[src/hw/cfo_pkg.sv]
// Constants shared by the option-byte loader and its helper modules.
// Assumes a single 250 MHz system clock and an 8-bit register port.
package cfo_pkg;

  ////////////////////////////////////////////////////////////////////////////
  // Option byte field positions.
  localparam int CFO_OPT_HALT_BIT = 0;
  localparam int CFO_OPT_PORTF_BIT = 1;
  localparam int CFO_OPT_SUP_BIT = 2;
  localparam int CFO_OPT_OSC_LO = 3;
  localparam int CFO_OPT_OSC_HI = 4;
  localparam int CFO_OPT_SEC_BIT = 5;
  localparam int CFO_OPT_POR_BIT = 6;

  // Oscillator select codes, as bits 4,3.
  localparam logic [1:0] CFO_OSC_EXT = 2'h0;
  localparam logic [1:0] CFO_OSC_RC = 2'h1;
  localparam logic [1:0] CFO_OSC_XTAL_NOBIAS = 2'h2;
  localparam logic [1:0] CFO_OSC_XTAL_BIAS = 2'h3;

  ////////////////////////////////////////////////////////////////////////////
  // Register indices on the software port.
  localparam logic [4:0] CFO_IDX_STATUS_WORD = 5'h00;
  localparam logic [4:0] CFO_IDX_MAIN_CTRL = 5'h01;
  localparam logic [4:0] CFO_IDX_INT_CTRL = 5'h02;
  localparam logic [4:0] CFO_IDX_TMR2_CTRL = 5'h03;
  localparam logic [4:0] CFO_IDX_TMR3_CTRL = 5'h04;
  localparam logic [4:0] CFO_IDX_WAKE_EN = 5'h05;
  localparam logic [4:0] CFO_IDX_WAKE_EDGE = 5'h06;
  localparam logic [4:0] CFO_IDX_WAKE_PEND = 5'h07;
  localparam logic [4:0] CFO_IDX_SERIAL_SHIFT = 5'h08;
  localparam logic [4:0] CFO_IDX_BPTR = 5'h09;
  localparam logic [4:0] CFO_IDX_XPTR = 5'h0a;
  localparam logic [4:0] CFO_IDX_STACK_PTR = 5'h0b;
  localparam logic [4:0] CFO_IDX_ACCUM = 5'h0c;
  localparam logic [4:0] CFO_IDX_TIMER1 = 5'h0d;
  localparam logic [4:0] CFO_IDX_TIMER2 = 5'h0e;
  localparam logic [4:0] CFO_IDX_TIMER3 = 5'h0f;
  localparam logic [4:0] CFO_IDX_PC_LO = 5'h10;
  localparam logic [4:0] CFO_IDX_PC_HI = 5'h11;
  localparam logic [4:0] CFO_IDX_INIT_STATUS = 5'h12;
  localparam int CFO_NREG = 18;

  // Values loaded during initialization.
  localparam logic [7:0] CFO_SP_RESET = 8'h6f;
  localparam logic [7:0] CFO_CLEAR_VAL = 8'h00;
  localparam logic [15:0] CFO_LFSR_SEED = 16'hace1;
  localparam logic [3:0] CFO_INIT_MIN_CYC = 4'h3;

  // How each register behaves while initialization runs.
  typedef enum logic [2:0] {
    CFO_CLS_CLEAR,
    CFO_CLS_KEEP,
    CFO_CLS_XRND,
    CFO_CLS_RAND,
    CFO_CLS_SP
  } cfo_cls_t;

  function automatic cfo_cls_t cfo_class(input logic [4:0] idx);
    cfo_cls_t c;
    c = CFO_CLS_CLEAR;
    case (idx)
      CFO_IDX_WAKE_PEND: c = CFO_CLS_RAND;
      CFO_IDX_SERIAL_SHIFT, CFO_IDX_BPTR, CFO_IDX_XPTR: c = CFO_CLS_KEEP;
      CFO_IDX_ACCUM, CFO_IDX_TIMER1, CFO_IDX_TIMER2,
      CFO_IDX_TIMER3: c = CFO_CLS_XRND;
      CFO_IDX_STACK_PTR: c = CFO_CLS_SP;
      default: c = CFO_CLS_CLEAR;
    endcase
    return c;
  endfunction

endpackage

[src/hw/cfo_sync.sv]
// Two-flop synchroniser, one stage pair per bit.
// Assumes inputs arrive from pins outside the system clock domain.
module cfo_sync #(
  parameter int WIDTH = 1,
  parameter logic [WIDTH-1:0] RESET_VAL = '0
) (
  input wire logic sys_clk,
  input wire logic reset_n,
  input wire logic clkEn,
  input wire logic [WIDTH-1:0] asyncIn,
  output logic [WIDTH-1:0] syncOut
);

  logic [WIDTH-1:0] stage1_r;

  ////////////////////////////////////////////////////////////////////////////
  // Only the second stage is ever read by other logic.
  genvar b;
  generate
    for (b = 0; b < WIDTH; b++) begin : g_bit
      always_ff @(posedge sys_clk or negedge reset_n) begin
        if (!reset_n) begin
          stage1_r[b] <= RESET_VAL[b];
          syncOut[b] <= RESET_VAL[b];
        end else if (clkEn) begin
          stage1_r[b] <= asyncIn[b];
          syncOut[b] <= stage1_r[b];
        end
      end
    end
  endgenerate

endmodule

[src/hw/cfo_option_decode.sv]
// Combinational decode of the latched option byte into mode controls.
// Assumes the caller registers every result before it leaves the block.
module cfo_option_decode (
  input wire logic [7:0] optByte,
  output logic isXtal,
  output logic biasOn,
  output logic pinAsInput,
  output logic haltPermit,
  output logic supervisorOn,
  output logic portFFull,
  output logic porOn
);

  wire logic [1:0] oscSel;

  assign oscSel = optByte[cfo_pkg::CFO_OPT_OSC_HI:cfo_pkg::CFO_OPT_OSC_LO];
  assign isXtal = (oscSel == cfo_pkg::CFO_OSC_XTAL_NOBIAS) ||
                  (oscSel == cfo_pkg::CFO_OSC_XTAL_BIAS);
  assign biasOn = (oscSel == cfo_pkg::CFO_OSC_XTAL_BIAS);
  assign pinAsInput = (oscSel == cfo_pkg::CFO_OSC_RC) ||
                      (oscSel == cfo_pkg::CFO_OSC_EXT);
  assign haltPermit = !optByte[cfo_pkg::CFO_OPT_HALT_BIT];
  assign supervisorOn = !optByte[cfo_pkg::CFO_OPT_SUP_BIT];
  assign portFFull = !optByte[cfo_pkg::CFO_OPT_PORTF_BIT];
  assign porOn = optByte[cfo_pkg::CFO_OPT_POR_BIT];

endmodule

[src/hw/cfo_loader.sv]
// Option byte loader and reset-time initializer of the core state.
// Assumes the option byte arrives from factory fuses as static pins and
// that the power-on detector and reset pin are asynchronous to sys_clk.
module cfo_loader #(
  parameter int ADDR_W = 5
) (
  input wire logic sys_clk,
  input wire logic reset_n,
  input wire logic clkEn,
  input wire logic [7:0] optFusePins,
  input wire logic extResetPin_n,
  input wire logic porDetectPin,
  input wire logic oscSharedPinIn,
  input wire logic haltReq,
  input wire logic supervisorErr,
  input wire logic [ADDR_W-1:0] regAddr,
  input wire logic [7:0] regWrData,
  input wire logic regWr,
  input wire logic regRd,
  output logic [7:0] regRdData,
  output logic initActive,
  output logic oscRcSel,
  output logic xtalEnable,
  output logic biasResEnable,
  output logic oscPinOe,
  output logic haltRestartIn,
  output logic haltEnter,
  output logic supervisorEnable,
  output logic supErrPinOut,
  output logic supErrPinOe,
  output logic portFOutEn,
  output logic portFPullEn,
  output logic portLcgfRelease,
  output logic portDForceHigh
);

  ////////////////////////////////////////////////////////////////////////////
  // Pin synchronisers.
  wire logic [7:0] optSync;
  wire logic extRstSync_n;
  wire logic porSync;
  wire logic oscPinSync;

  cfo_sync #(.WIDTH(8), .RESET_VAL(8'h00)) u_optSync (
    .sys_clk(sys_clk),
    .reset_n(reset_n),
    .clkEn(clkEn),
    .asyncIn(optFusePins),
    .syncOut(optSync)
  );

  cfo_sync #(.WIDTH(3), .RESET_VAL(3'h1)) u_pinSync (
    .sys_clk(sys_clk),
    .reset_n(reset_n),
    .clkEn(clkEn),
    .asyncIn({oscSharedPinIn, porDetectPin, extResetPin_n}),
    .syncOut({oscPinSync, porSync, extRstSync_n})
  );

  ////////////////////////////////////////////////////////////////////////////
  // Option byte latch. It has no register address at all, so software can
  // neither observe nor alter it; it only follows the fuses during init.
  logic [7:0] optLatched_r;
  logic [7:0] optLatched_nxt;

  wire logic decXtal;
  wire logic decBias;
  wire logic decPinIn;
  wire logic decHalt;
  wire logic decSup;
  wire logic decPortF;
  wire logic decPor;

  cfo_option_decode u_decode (
    .optByte(optLatched_r),
    .isXtal(decXtal),
    .biasOn(decBias),
    .pinAsInput(decPinIn),
    .haltPermit(decHalt),
    .supervisorOn(decSup),
    .portFFull(decPortF),
    .porOn(decPor)
  );

  ////////////////////////////////////////////////////////////////////////////
  // Initialization control. A minimum hold covers the synchroniser latency
  // so the option latch sees settled fuse values before init ends.
  logic [3:0] initCnt_r;
  logic [3:0] initCnt_nxt;
  logic initActive_r;
  logic cold_r;
  logic cold_nxt;
  logic lastCold_r;
  logic lastPor_r;
  logic lastExt_r;

  wire logic extCause;
  wire logic porCause;
  wire logic anyCause;
  wire logic initActive_nxt;
  wire logic initEnding;

  assign extCause = !extRstSync_n;
  assign porCause = decPor && porSync;
  assign anyCause = extCause || porCause;
  assign initCnt_nxt = anyCause ? cfo_pkg::CFO_INIT_MIN_CYC :
                       (initCnt_r != 4'h0) ? initCnt_r - 4'h1 : 4'h0;
  assign initActive_nxt = (initCnt_nxt != 4'h0);
  assign initEnding = initActive_r && !initActive_nxt;
  assign cold_nxt = porCause ? 1'b1 : (initEnding ? 1'b0 : cold_r);
  assign optLatched_nxt = initActive_r ? optSync : optLatched_r;

  always_ff @(posedge sys_clk or negedge reset_n) begin
    if (!reset_n) begin
      initCnt_r <= cfo_pkg::CFO_INIT_MIN_CYC;
      initActive_r <= 1'b1;
      cold_r <= 1'b1;
      optLatched_r <= 8'h00;
    end else if (clkEn) begin
      initCnt_r <= initCnt_nxt;
      initActive_r <= initActive_nxt;
      cold_r <= cold_nxt;
      optLatched_r <= optLatched_nxt;
    end
  end

  // Cold flag is captured when init ends; cause flags follow each active reset cause.
  always_ff @(posedge sys_clk or negedge reset_n) begin
    if (!reset_n) begin
      lastCold_r <= 1'b1;
      lastPor_r <= 1'b0;
      lastExt_r <= 1'b0;
    end else if (clkEn) begin
      if (initEnding) begin
        lastCold_r <= cold_r;
      end
      if (porCause || extCause) begin
        lastPor_r <= porCause;
        lastExt_r <= extCause;
      end
    end
  end

  ////////////////////////////////////////////////////////////////////////////
  // Scramble source for registers that come out of init undefined. It is
  // cheap and keeps software from relying on stale contents.
  logic [15:0] lfsr_r;
  wire logic lfsrFb;

  assign lfsrFb = lfsr_r[15] ^ lfsr_r[13] ^ lfsr_r[12] ^ lfsr_r[10];

  always_ff @(posedge sys_clk or negedge reset_n) begin
    if (!reset_n) begin
      lfsr_r <= cfo_pkg::CFO_LFSR_SEED;
    end else if (clkEn) begin
      lfsr_r <= {lfsr_r[14:0], lfsrFb};
    end
  end

  ////////////////////////////////////////////////////////////////////////////
  // Core state registers and their initialization classes.
  logic [7:0] regFile_r [0:cfo_pkg::CFO_NREG-1];
  logic [7:0] regFile_nxt [0:cfo_pkg::CFO_NREG-1];

  genvar i;
  generate
    for (i = 0; i < cfo_pkg::CFO_NREG; i++) begin : g_reg
      localparam logic [4:0] IDX = 5'(i);
      localparam cfo_pkg::cfo_cls_t CLS = cfo_pkg::cfo_class(IDX);
      wire logic hit;
      wire logic [7:0] rnd;
      wire logic [7:0] initVal;

      assign hit = regWr && !initActive_r && (regAddr == ADDR_W'(IDX));
      assign rnd = lfsr_r[7:0] ^ {3'h0, IDX};
      assign initVal =
        (CLS == cfo_pkg::CFO_CLS_SP) ? cfo_pkg::CFO_SP_RESET :
        (CLS == cfo_pkg::CFO_CLS_RAND) ? rnd :
        (CLS == cfo_pkg::CFO_CLS_KEEP) ? (cold_r ? rnd : regFile_r[i]) :
        (CLS == cfo_pkg::CFO_CLS_XRND) ?
          ((cold_r || decXtal) ? rnd : regFile_r[i]) :
        cfo_pkg::CFO_CLEAR_VAL;
      assign regFile_nxt[i] = initActive_r ? initVal :
                              hit ? regWrData : regFile_r[i];

      always_ff @(posedge sys_clk or negedge reset_n) begin
        if (!reset_n) begin
          regFile_r[i] <= cfo_pkg::CFO_CLEAR_VAL;
        end else if (clkEn) begin
          regFile_r[i] <= regFile_nxt[i];
        end
      end
    end
  endgenerate

  ////////////////////////////////////////////////////////////////////////////
  // Register read port. Unmapped addresses read zero.
  wire logic [7:0] initStatus;
  wire logic [7:0] rdSel;
  logic [7:0] regRdData_r;

  assign initStatus = {4'h0, lastExt_r, lastPor_r, lastCold_r, initActive_r};
  assign rdSel =
    (regAddr < ADDR_W'(cfo_pkg::CFO_NREG)) ? regFile_r[regAddr] :
    (regAddr == ADDR_W'(cfo_pkg::CFO_IDX_INIT_STATUS)) ? initStatus : 8'h00;

  always_ff @(posedge sys_clk or negedge reset_n) begin
    if (!reset_n) begin
      regRdData_r <= 8'h00;
    end else if (clkEn) begin
      regRdData_r <= regRd ? rdSel : 8'h00;
    end
  end

  ////////////////////////////////////////////////////////////////////////////
  // Mode and pin controls, all registered.
  logic oscRcSel_r;
  logic xtalEnable_r;
  logic biasResEnable_r;
  logic oscPinOe_r;
  logic haltRestartIn_r;
  logic haltEnter_r;
  logic supervisorEnable_r;
  logic supErrPinOut_r;
  logic supErrPinOe_r;
  logic portFOutEn_r;
  logic portFPullEn_r;
  logic portLcgfRelease_r;
  logic portDForceHigh_r;

  wire logic oscRc;
  wire logic supErrDrive;

  assign oscRc = (optLatched_r[cfo_pkg::CFO_OPT_OSC_HI:
                  cfo_pkg::CFO_OPT_OSC_LO] == cfo_pkg::CFO_OSC_RC);
  // The error output is open drain, so it only drives while pulling low.
  assign supErrDrive = decSup && supervisorErr && !initActive_nxt;

  always_ff @(posedge sys_clk or negedge reset_n) begin
    if (!reset_n) begin
      oscRcSel_r <= 1'b0;
      xtalEnable_r <= 1'b0;
      biasResEnable_r <= 1'b0;
      oscPinOe_r <= 1'b0;
      haltRestartIn_r <= 1'b0;
      haltEnter_r <= 1'b0;
      supervisorEnable_r <= 1'b0;
      supErrPinOut_r <= 1'b1;
      supErrPinOe_r <= 1'b0;
      portFOutEn_r <= 1'b0;
      portFPullEn_r <= 1'b0;
      portLcgfRelease_r <= 1'b0;
      portDForceHigh_r <= 1'b1;
    end else if (clkEn) begin
      oscRcSel_r <= oscRc;
      xtalEnable_r <= decXtal;
      biasResEnable_r <= decBias;
      oscPinOe_r <= decXtal;
      haltRestartIn_r <= decPinIn && oscPinSync;
      haltEnter_r <= haltReq && decHalt && !initActive_nxt;
      supervisorEnable_r <= decSup;
      supErrPinOut_r <= !supErrDrive;
      supErrPinOe_r <= supErrDrive;
      portFOutEn_r <= decPortF && !initActive_nxt;
      portFPullEn_r <= decPortF && !initActive_nxt;
      portLcgfRelease_r <= !initActive_nxt;
      portDForceHigh_r <= initActive_nxt;
    end
  end

  assign regRdData = regRdData_r;
  assign initActive = initActive_r;
  assign oscRcSel = oscRcSel_r;
  assign xtalEnable = xtalEnable_r;
  assign biasResEnable = biasResEnable_r;
  assign oscPinOe = oscPinOe_r;
  assign haltRestartIn = haltRestartIn_r;
  assign haltEnter = haltEnter_r;
  assign supervisorEnable = supervisorEnable_r;
  assign supErrPinOut = supErrPinOut_r;
  assign supErrPinOe = supErrPinOe_r;
  assign portFOutEn = portFOutEn_r;
  assign portFPullEn = portFPullEn_r;
  assign portLcgfRelease = portLcgfRelease_r;
  assign portDForceHigh = portDForceHigh_r;

  wire logic [1:0] oscCode;
  assign oscCode = optLatched_r[cfo_pkg::CFO_OPT_OSC_HI:
                                cfo_pkg::CFO_OPT_OSC_LO];
endmodule

[config.mk]
export PLATFORM = sky130hd
export DESIGN_NAME = cfo_loader
export DESIGN_NICKNAME = d
export VERILOG_FILES = /design/src/hw/cfo_pkg.sv /design/src/hw/cfo_sync.sv /design/src/hw/cfo_option_decode.sv /design/src/hw/cfo_loader.sv
export SDC_FILE = /design/constraint.sdc
export NUM_CORES = 1
export LEC_CHECK = 0
export BUFFER_PORTS_ARGS = -buffer_cell sky130_fd_sc_hd__buf_4
export CORE_ASPECT_RATIO = 2
export CORE_MARGIN = 4
export CORE_UTILIZATION = 50
export DETAILED_ROUTE_END_ITERATION = 8
export PLACE_DENSITY = 0.71
export SETUP_SLACK_MARGIN = 0.1
export SLEW_MARGIN = 5
export SYNTH_ARGS = -nofsm -noshare
export SYNTH_HDL_FRONTEND = slang
export SYNTH_SLANG_ARGS = --single-unit
[constraint.sdc]
create_clock -name sys_clk -period 2.01 [get_ports sys_clk]
set_input_delay 0.201 -clock sys_clk [delete_from_list [all_inputs] [get_ports sys_clk]]
set_output_delay 0.201 -clock sys_clk [all_outputs]
set_load 0.01 [all_outputs]
==> results of run 1 <==
==> tightest hold or removal path, stage by stage <==
cell and delay, ps:
buf_4 80, mux2i_1 50, a21oi_1 130
==> synthesized netlist by cell type (all sizes together) <==
| library cell | instances |
|---|---|
| buf | 25 |
| nand4 | 7 |
| o31ai | 5 |
| nor3b | 1 |
| o21a | 3 |
| nor2 | 22 |
| a2bb2oi | 1 |
| and2b | 2 |
| nor2b | 6 |
| o32a | 1 |
| a31oi | 6 |
| nor3 | 5 |
| a22oi | 20 |
| nand2 | 39 |
| nand3 | 85 |
| o211ai | 4 |
| inv | 16 |
| o22ai | 1 |
| dfrtp | 195 |
| a21oi | 16 |
| a21boi | 1 |
| and3 | 1 |
| a21o | 1 |
| mux2i | 64 |
| o32ai | 2 |
| nand2b | 7 |
| mux2 | 104 |
| clkbuf | 31 |
| xnor2 | 3 |
| a31o | 3 |
| and2 | 1 |
| a22o | 9 |
| and4 | 1 |
| and4bb | 1 |
| o21ai | 85 |
| mux4 | 8 |
| a32oi | 1 |
| o221ai | 4 |
| nand3b | 2 |
| dfstp | 16 |
| o41ai | 1 |
==> flip-flops by register name, indices dropped and copies added, names as in the netlist, 3 cells and up <==
signal              flops
regFile_r             144
lfsr_r                 16
regRdData               8
optLatched_r            6
u_optSync.stage1_r      6
u_optSync.syncOut       6
initCnt_r               4
u_pinSync.stage1_r      3
u_pinSync.syncOut       3
==> through the flow <==
step / utilization, % / area, um2 / total power, mW
floorplan: - / 9610 / 8.00
global placement: 56.4 / 10600 / 9.06
detailed placement: 56.4 / 10600 / 9.20
CTS: 60.3 / 11400 / 12.9
global route: 60.6 / 11400 / 13.4
finish: 60.6 / 11400 / 12.8
==> final timing paths <==
path / endpoint / slack, ps / depth (start not counted)
worst max register to register: regFile_r[74] / 140 / 5
worst min-delay path: regFile_r[50] / 10 / 3
min in group asynchronous: regFile_r[75] / 270 / 2
worst max-delay path: regFile_r[74] / 140 / 5
max in group asynchronous: initCnt_r[1] / 1020 / 3
worst min register to register: portFOutEn / 460 / 1
==> cell type report <==
cell class	instances	area [um2]	share of cell area [%]
Clock buffer	27	536	4.69
Clock inverter	5	75.1	0.658
Inverter	16	60.1	0.526
Multi-Input combinational cell	524	3980	34.9
Sequential cell	211	5300	46.5
Tap cell	255	319	2.80
Timing Repair Buffer	131	1130	9.95
==> timing repair <==
item / CTS / global route
gates cloned: 0 / 1
hold buffers: 13 / 0
setup endpoints to repair: 15 / 28
resized for setup: 1 / 4
buffers inserted: 0 / 1
hold endpoints to repair: 65 / 0
pin swaps: 1 / 2
==> power by group through the flow <==
| stage | clock (mW) | combinational [mW] | sequential (mW) |
|---|---|---|---|
| 5_1_grt | 3.90 | 3.47 | 6.08 |
| 6_report | 3.65 | 3.19 | 5.95 |
| 4_1_cts | 3.73 | 3.20 | 5.95 |
| 3_3_place_gp | 0 | 3.07 | 5.99 |
| 3_5_place_dp | 0 | 3.16 | 6.04 |
| 2_1_floorplan | 0 | 2.17 | 5.83 |
==> layer usage <==
metal / global-route usage (%) / vias up / wire (um)
met4: 10.7 / 0 / 1190
met2: 42.0 / 177 / 12800
met3: 2.88 / 65 / 869
met5: 0 / - / 0
li1: - / 3127 / -
met1: 25.3 / 3333 / 8800
==> cells by family after synthesis <==
| family | synth area share (%) |
|---|---|
| flops | 55.2 |
| simple gates | 9.38 |
| mux | 20.7 |
| compound gates | 10.6 |
| buf+inv | 3.83 |
| xor+xnor | 0.274 |
==> results.toml, run 1 <==
[finish]
area_growth_pct = 18.7
final_common_cell = "dfrtp_1"
drive_gt1_share_pct = 31.5
nFillCells = 1572
layout_common_cells = "195 x dfrtp_1, 108 x buf_4, 104 x mux2_2, 85 x nand3_1, 84 x o21ai_0"
nets = 933
finalNonFillerCells = 1169
diodes = 0

[synthesis]
synth_top_cell_by_area = "dfrtp_1"
synth.top_cell.area_share_pct = 50.8
seq_area_frac_synth_pct = 55.2
synthCells = 806
ys_warn_count = 0
synth-seq-cells = 211
ys_types = 47
syn_avg_cell_area_um2 = 11.9
synthesis.nets = 837
synth_area_um2 = 9610
ys_top_cells_by_area = "dfrtp_1 51%, mux2_2 12%, mux2i_1 6.7%, nand3_1 4.4%, o21ai_0 4.4%"

[clock_tree]
clock-sinks = 211
cts_root_buf = "clkbuf_16"
clk_pin_slew_ps = 70
cts_made_buffers = 18
clk_latency_ps = 500
clk_path_buf_depth = 3
cts-htree-levels = 1
tritoncts = "yes"

[place]
place_ws_ps = 32.7
dp.cells = 1122
dp_hpwl_mm = 16.5
io_buffers = 50
place_congestion = 0.878

[power_and_ir_drop]
seqPwrFrac_pct = 46.5
p_sw_share_pct = 28.5
p_int_mw = 9.15
pwr-share-comb_pct = 24.9
p_leak_nw = 5.03
clkPwrFrac_pct = 28.5
cellPowerDensity_nw_per_um2 = 1120
netSwitchingPower_mw = 3.64
irDropWorstVdd_v = 0.000999

[drt]
drtAntennaViolNets = 0
wirelength_mm = 23.6
route.detailed.drc = 0
vias = 6702
drt_iter0_markers = 315
avgRoutedWirePerCell_um = 20.2
drt_first_pass_iters = 7
viasPerCell = 5.73

[die]
ioPinCount = 53
die_h_um = 204
core_area_um2 = 18800
die_area_um2 = 21600
row_count = 71
die_w_um = 106
start_util_pct = 51.0

[sta]
final_hold_viol_count = 0
fin_crit_sh_pct = 93.2
min_period_ps = 1870
slew-limit-headroom_pct = 55.0
setup-violations-final = 0
clock_skew_ps = 14.6
whs_ps = 14.3
layout_setup_ws_ps = 137
slew_violations = 0
worst_slew_pin_slew_ps = 668
fin_setup_tns_ps = 0
fmax_mhz = 534
grt_setup_unrepaired = "no"

[grt]
overflow = 0
grt_max_degree = 65
track_usage_pct = 22.6
grt_pass1_vias = 7104
grt_pass1_wl_mm = 38.2
grt_antenna_before_repair = 0

[setup_path]
path_class = "flip-flop to flip-flop"
cp_max_fo = 11
cp-startpoint = "portDForceHigh"
critPathCaptureType = "flip-flop"
cp.arrival_ps = 2250
crit_path_max_incr_delay_ps = 600
path_common_cell = "nand2_1"
crit_buf_inv = 1
worst_path_max_delay_cell = "dfstp_2"
cp.required_ps = 2390
cp-start-kind = "flip-flop"
path_cells = "buf_4 -> nand2_1 -> o31ai_1 -> nand2_1 -> mux2_2"
cp_top_family = "flip-flops"
r2r-start = "portDForceHigh"

[hold_path]
hp-class = "input pin to flip-flop"
hp-start = "regWrData[2]"

[outcome]
outcome = "completed"

[flow_run]
cap_violations = 0
Note: power is estimated with default switching activity, not from simulation.
==> run 2, diff against run 1 <==
--- a/config.mk
+++ b/config.mk
@@ -6,13 +6,16 @@
 export NUM_CORES = 1
 export LEC_CHECK = 0
 export BUFFER_PORTS_ARGS = -buffer_cell sky130_fd_sc_hd__buf_4
+export CELL_PAD_IN_SITES_DETAIL_PLACEMENT = 0
+export CELL_PAD_IN_SITES_GLOBAL_PLACEMENT = 1
 export CORE_ASPECT_RATIO = 2
 export CORE_MARGIN = 4
 export CORE_UTILIZATION = 50
 export DETAILED_ROUTE_END_ITERATION = 8
-export PLACE_DENSITY = 0.71
+export PLACE_DENSITY = 0.83
 export SETUP_SLACK_MARGIN = 0.1
-export SLEW_MARGIN = 5
+export SLEW_MARGIN = 20
 export SYNTH_ARGS = -nofsm -noshare
 export SYNTH_HDL_FRONTEND = slang
+export SYNTH_HIERARCHICAL = 1
 export SYNTH_SLANG_ARGS = --single-unit
==> run 2 against run 1 <==
Compared with the run above:
- worst hold slack gained 110 ps
- first-iteration DRC count shrank 3.5%
- sequential cell count is the same
- cell area grew 2.7%
- total power grew 3.9%
- non-clock buffer count grew 2
- critical path type unchanged
==> results.toml, run 2 <==
[power_and_ir_drop]
netSwitchingPower_mw = 3.79
power_mw = 13.3
pwr-share-comb_pct = 25.2
irDropWorstVdd_v = 0.000965
p_leak_nw = 5.11
seqPwrFrac_pct = 44.9
clkPwrFrac_pct = 29.9
p_int_mw = 9.51
p_sw_share_pct = 28.5
cellPowerDensity_nw_per_um2 = 1140

[synthesis]
synth_area_um2 = 9750
syn_avg_cell_area_um2 = 12.5
synthesis.nets = 810
synthCells = 779
ys_warn_count = 6

[clock_tree]
clk_latency_ps = 500
cts-htree-levels = 1
cts_made_buffers = 20
cts_root_buf = "clkbuf_16"
clock-sinks = 211
tritoncts = "yes"
clk_path_buf_depth = 3
clk_pin_slew_ps = 70

[grt]
grtUsageMet2_pct = 44.4
grtUsageMet1_pct = 26.2
track_usage_pct = 24.0
grt_antenna_before_repair = 0
busiest_layer = "met2"
grt_pass1_vias = 7384
overflow = 0
grt_pass1_wl_mm = 40.7
grt_max_degree = 81
use_met3_pct = 3.01

[sta]
slew-limit-headroom_pct = 58.0
slew_violations = 0
min_period_ps = 1870
fin_crit_sh_pct = 93.2
final_hold_viol_count = 0
fmax_mhz = 534
worst_slew_pin_slew_ps = 629
setup-violations-final = 0
grt_setup_unrepaired = "yes"
fin_setup_tns_ps = 0
clock_skew_ps = 14.0

[place]
place_congestion = 0.868
dp_hpwl_mm = 18.1
io_buffers = 50

[drt]
route.detailed.drc = 0
wirelength_mm = 25.1
viasPerCell = 5.80
drt_iter0_markers = 304
drt_first_pass_iters = 4
vias = 6652
avgRoutedWirePerCell_um = 21.9
drtAntennaViolNets = 0

[die]
die_h_um = 206
ioPinCount = 53
start_util_pct = 50.6
core_area_um2 = 19300
die_area_um2 = 21900
row_count = 72
die_w_um = 107

[setup_path]
cp_max_fo = 8
cp-start-kind = "flip-flop"
cp.required_ps = 2390
path_class = "flip-flop to flip-flop"
cp.arrival_ps = 2260
critPathCaptureType = "flip-flop"

[finish]
drive_gt1_share_pct = 37.5
final_common_cell = "dfrtp_1"
nets = 904
area_growth_pct = 20.1
layout_common_cells = "195 x dfrtp_1, 103 x buf_4, 87 x mux2_2, 76 x nand2_1, 51 x o21ai_0"
nFillCells = 1562
largest_reg_flops = 144
diodes = 0
largest-register = "regFile_r"

[outcome]
outcome = "completed"

[flow_run]
cap_violations = 0

[hold_path]
hp-class = "input pin to flip-flop"
-- run 2: repair_timing --
item / 4_1_cts / 5_1_grt
hold endpoints to repair: 65 / 0
setup buffers: 0 / 0
endpoints found under the setup margin: 46 / 43
pin swaps: 0 / 3
hold buffers: 18 / 0
gates resized for setup: 8 / 8
-- run 2: final timing paths --
kind | startpoint | to | slack, ps | cells after the start
max reg2reg | portDForceHigh | regFile_r[40] | 140 | 6
max | portDForceHigh | regFile_r[40] | 140 | 6
max in group asynchronous | reset_n | u_pinSync/stage1_r[0] | 1050 | 3
min in group asynchronous | reset_n | regFile_r[129] | 210 | 2
min | regWrData[7] | regFile_r[55] | 130 | 3
min reg2reg | u_optSync/syncOut[0] | optLatched_r[0] | 490 | 2
-- run 2: per-stage QoR --
step	utilization, %	setup slack (ps)	cell area, um2	std cells	hold slack (ps)
6_report	60.8	137	11700	1146	129
5_1_grt	60.8	59.4	11700	1146	147
4_1_cts	60.6	118	11700	1146	136
3_5_place_dp	55.7	-38.6	10700	1092	184
3_3_place_gp	55.7	32.3	10700	1092	173
2_1_floorplan	-	110	9750	779	-94.6
-- run 2: area by class of cell --
cell class	instances	area [um2]	share of cell area, %
clock inverters	5	88.8	0.758
well taps	259	324	2.77
clock buffers	31	612	5.22
inverters	11	41.3	0.352
multi-input cells	496	4180	35.7
repair buffers	133	1170	9.99
flip-flops and latches	211	5300	45.2
-- run 2: layer usage --
metal	vias up	routed length (um)	part of all wire, %
met3	73	1090	4.4
met2	193	13900	55
met4	0	1450	5.8
met1	3390	8670	34
li1	2996	-	-
met5	-	0	0
-- run 2: critical path, cell delays in order (launching register included) --
cell and delay (ps):
dfstp_2 370, or3b_4 450, buf_4 170, nor4_4 220, o21ai_2 100, buf_12 160
mux2_2 270
-- run 2: power groups by stage --
| stage | Clock [mW] | Sequential, mW | Combinational [mW] |
|---|---|---|---|
| after floorplan | 0 | 5.80 | 2.24 |
| after global placement | 0 | 5.91 | 3.16 |
| after detailed placement | 0 | 6.03 | 3.30 |
| after CTS | 4.04 | 5.95 | 3.37 |
| after global routing | 4.23 | 6.07 | 3.64 |
| final | 3.97 | 5.97 | 3.36 |
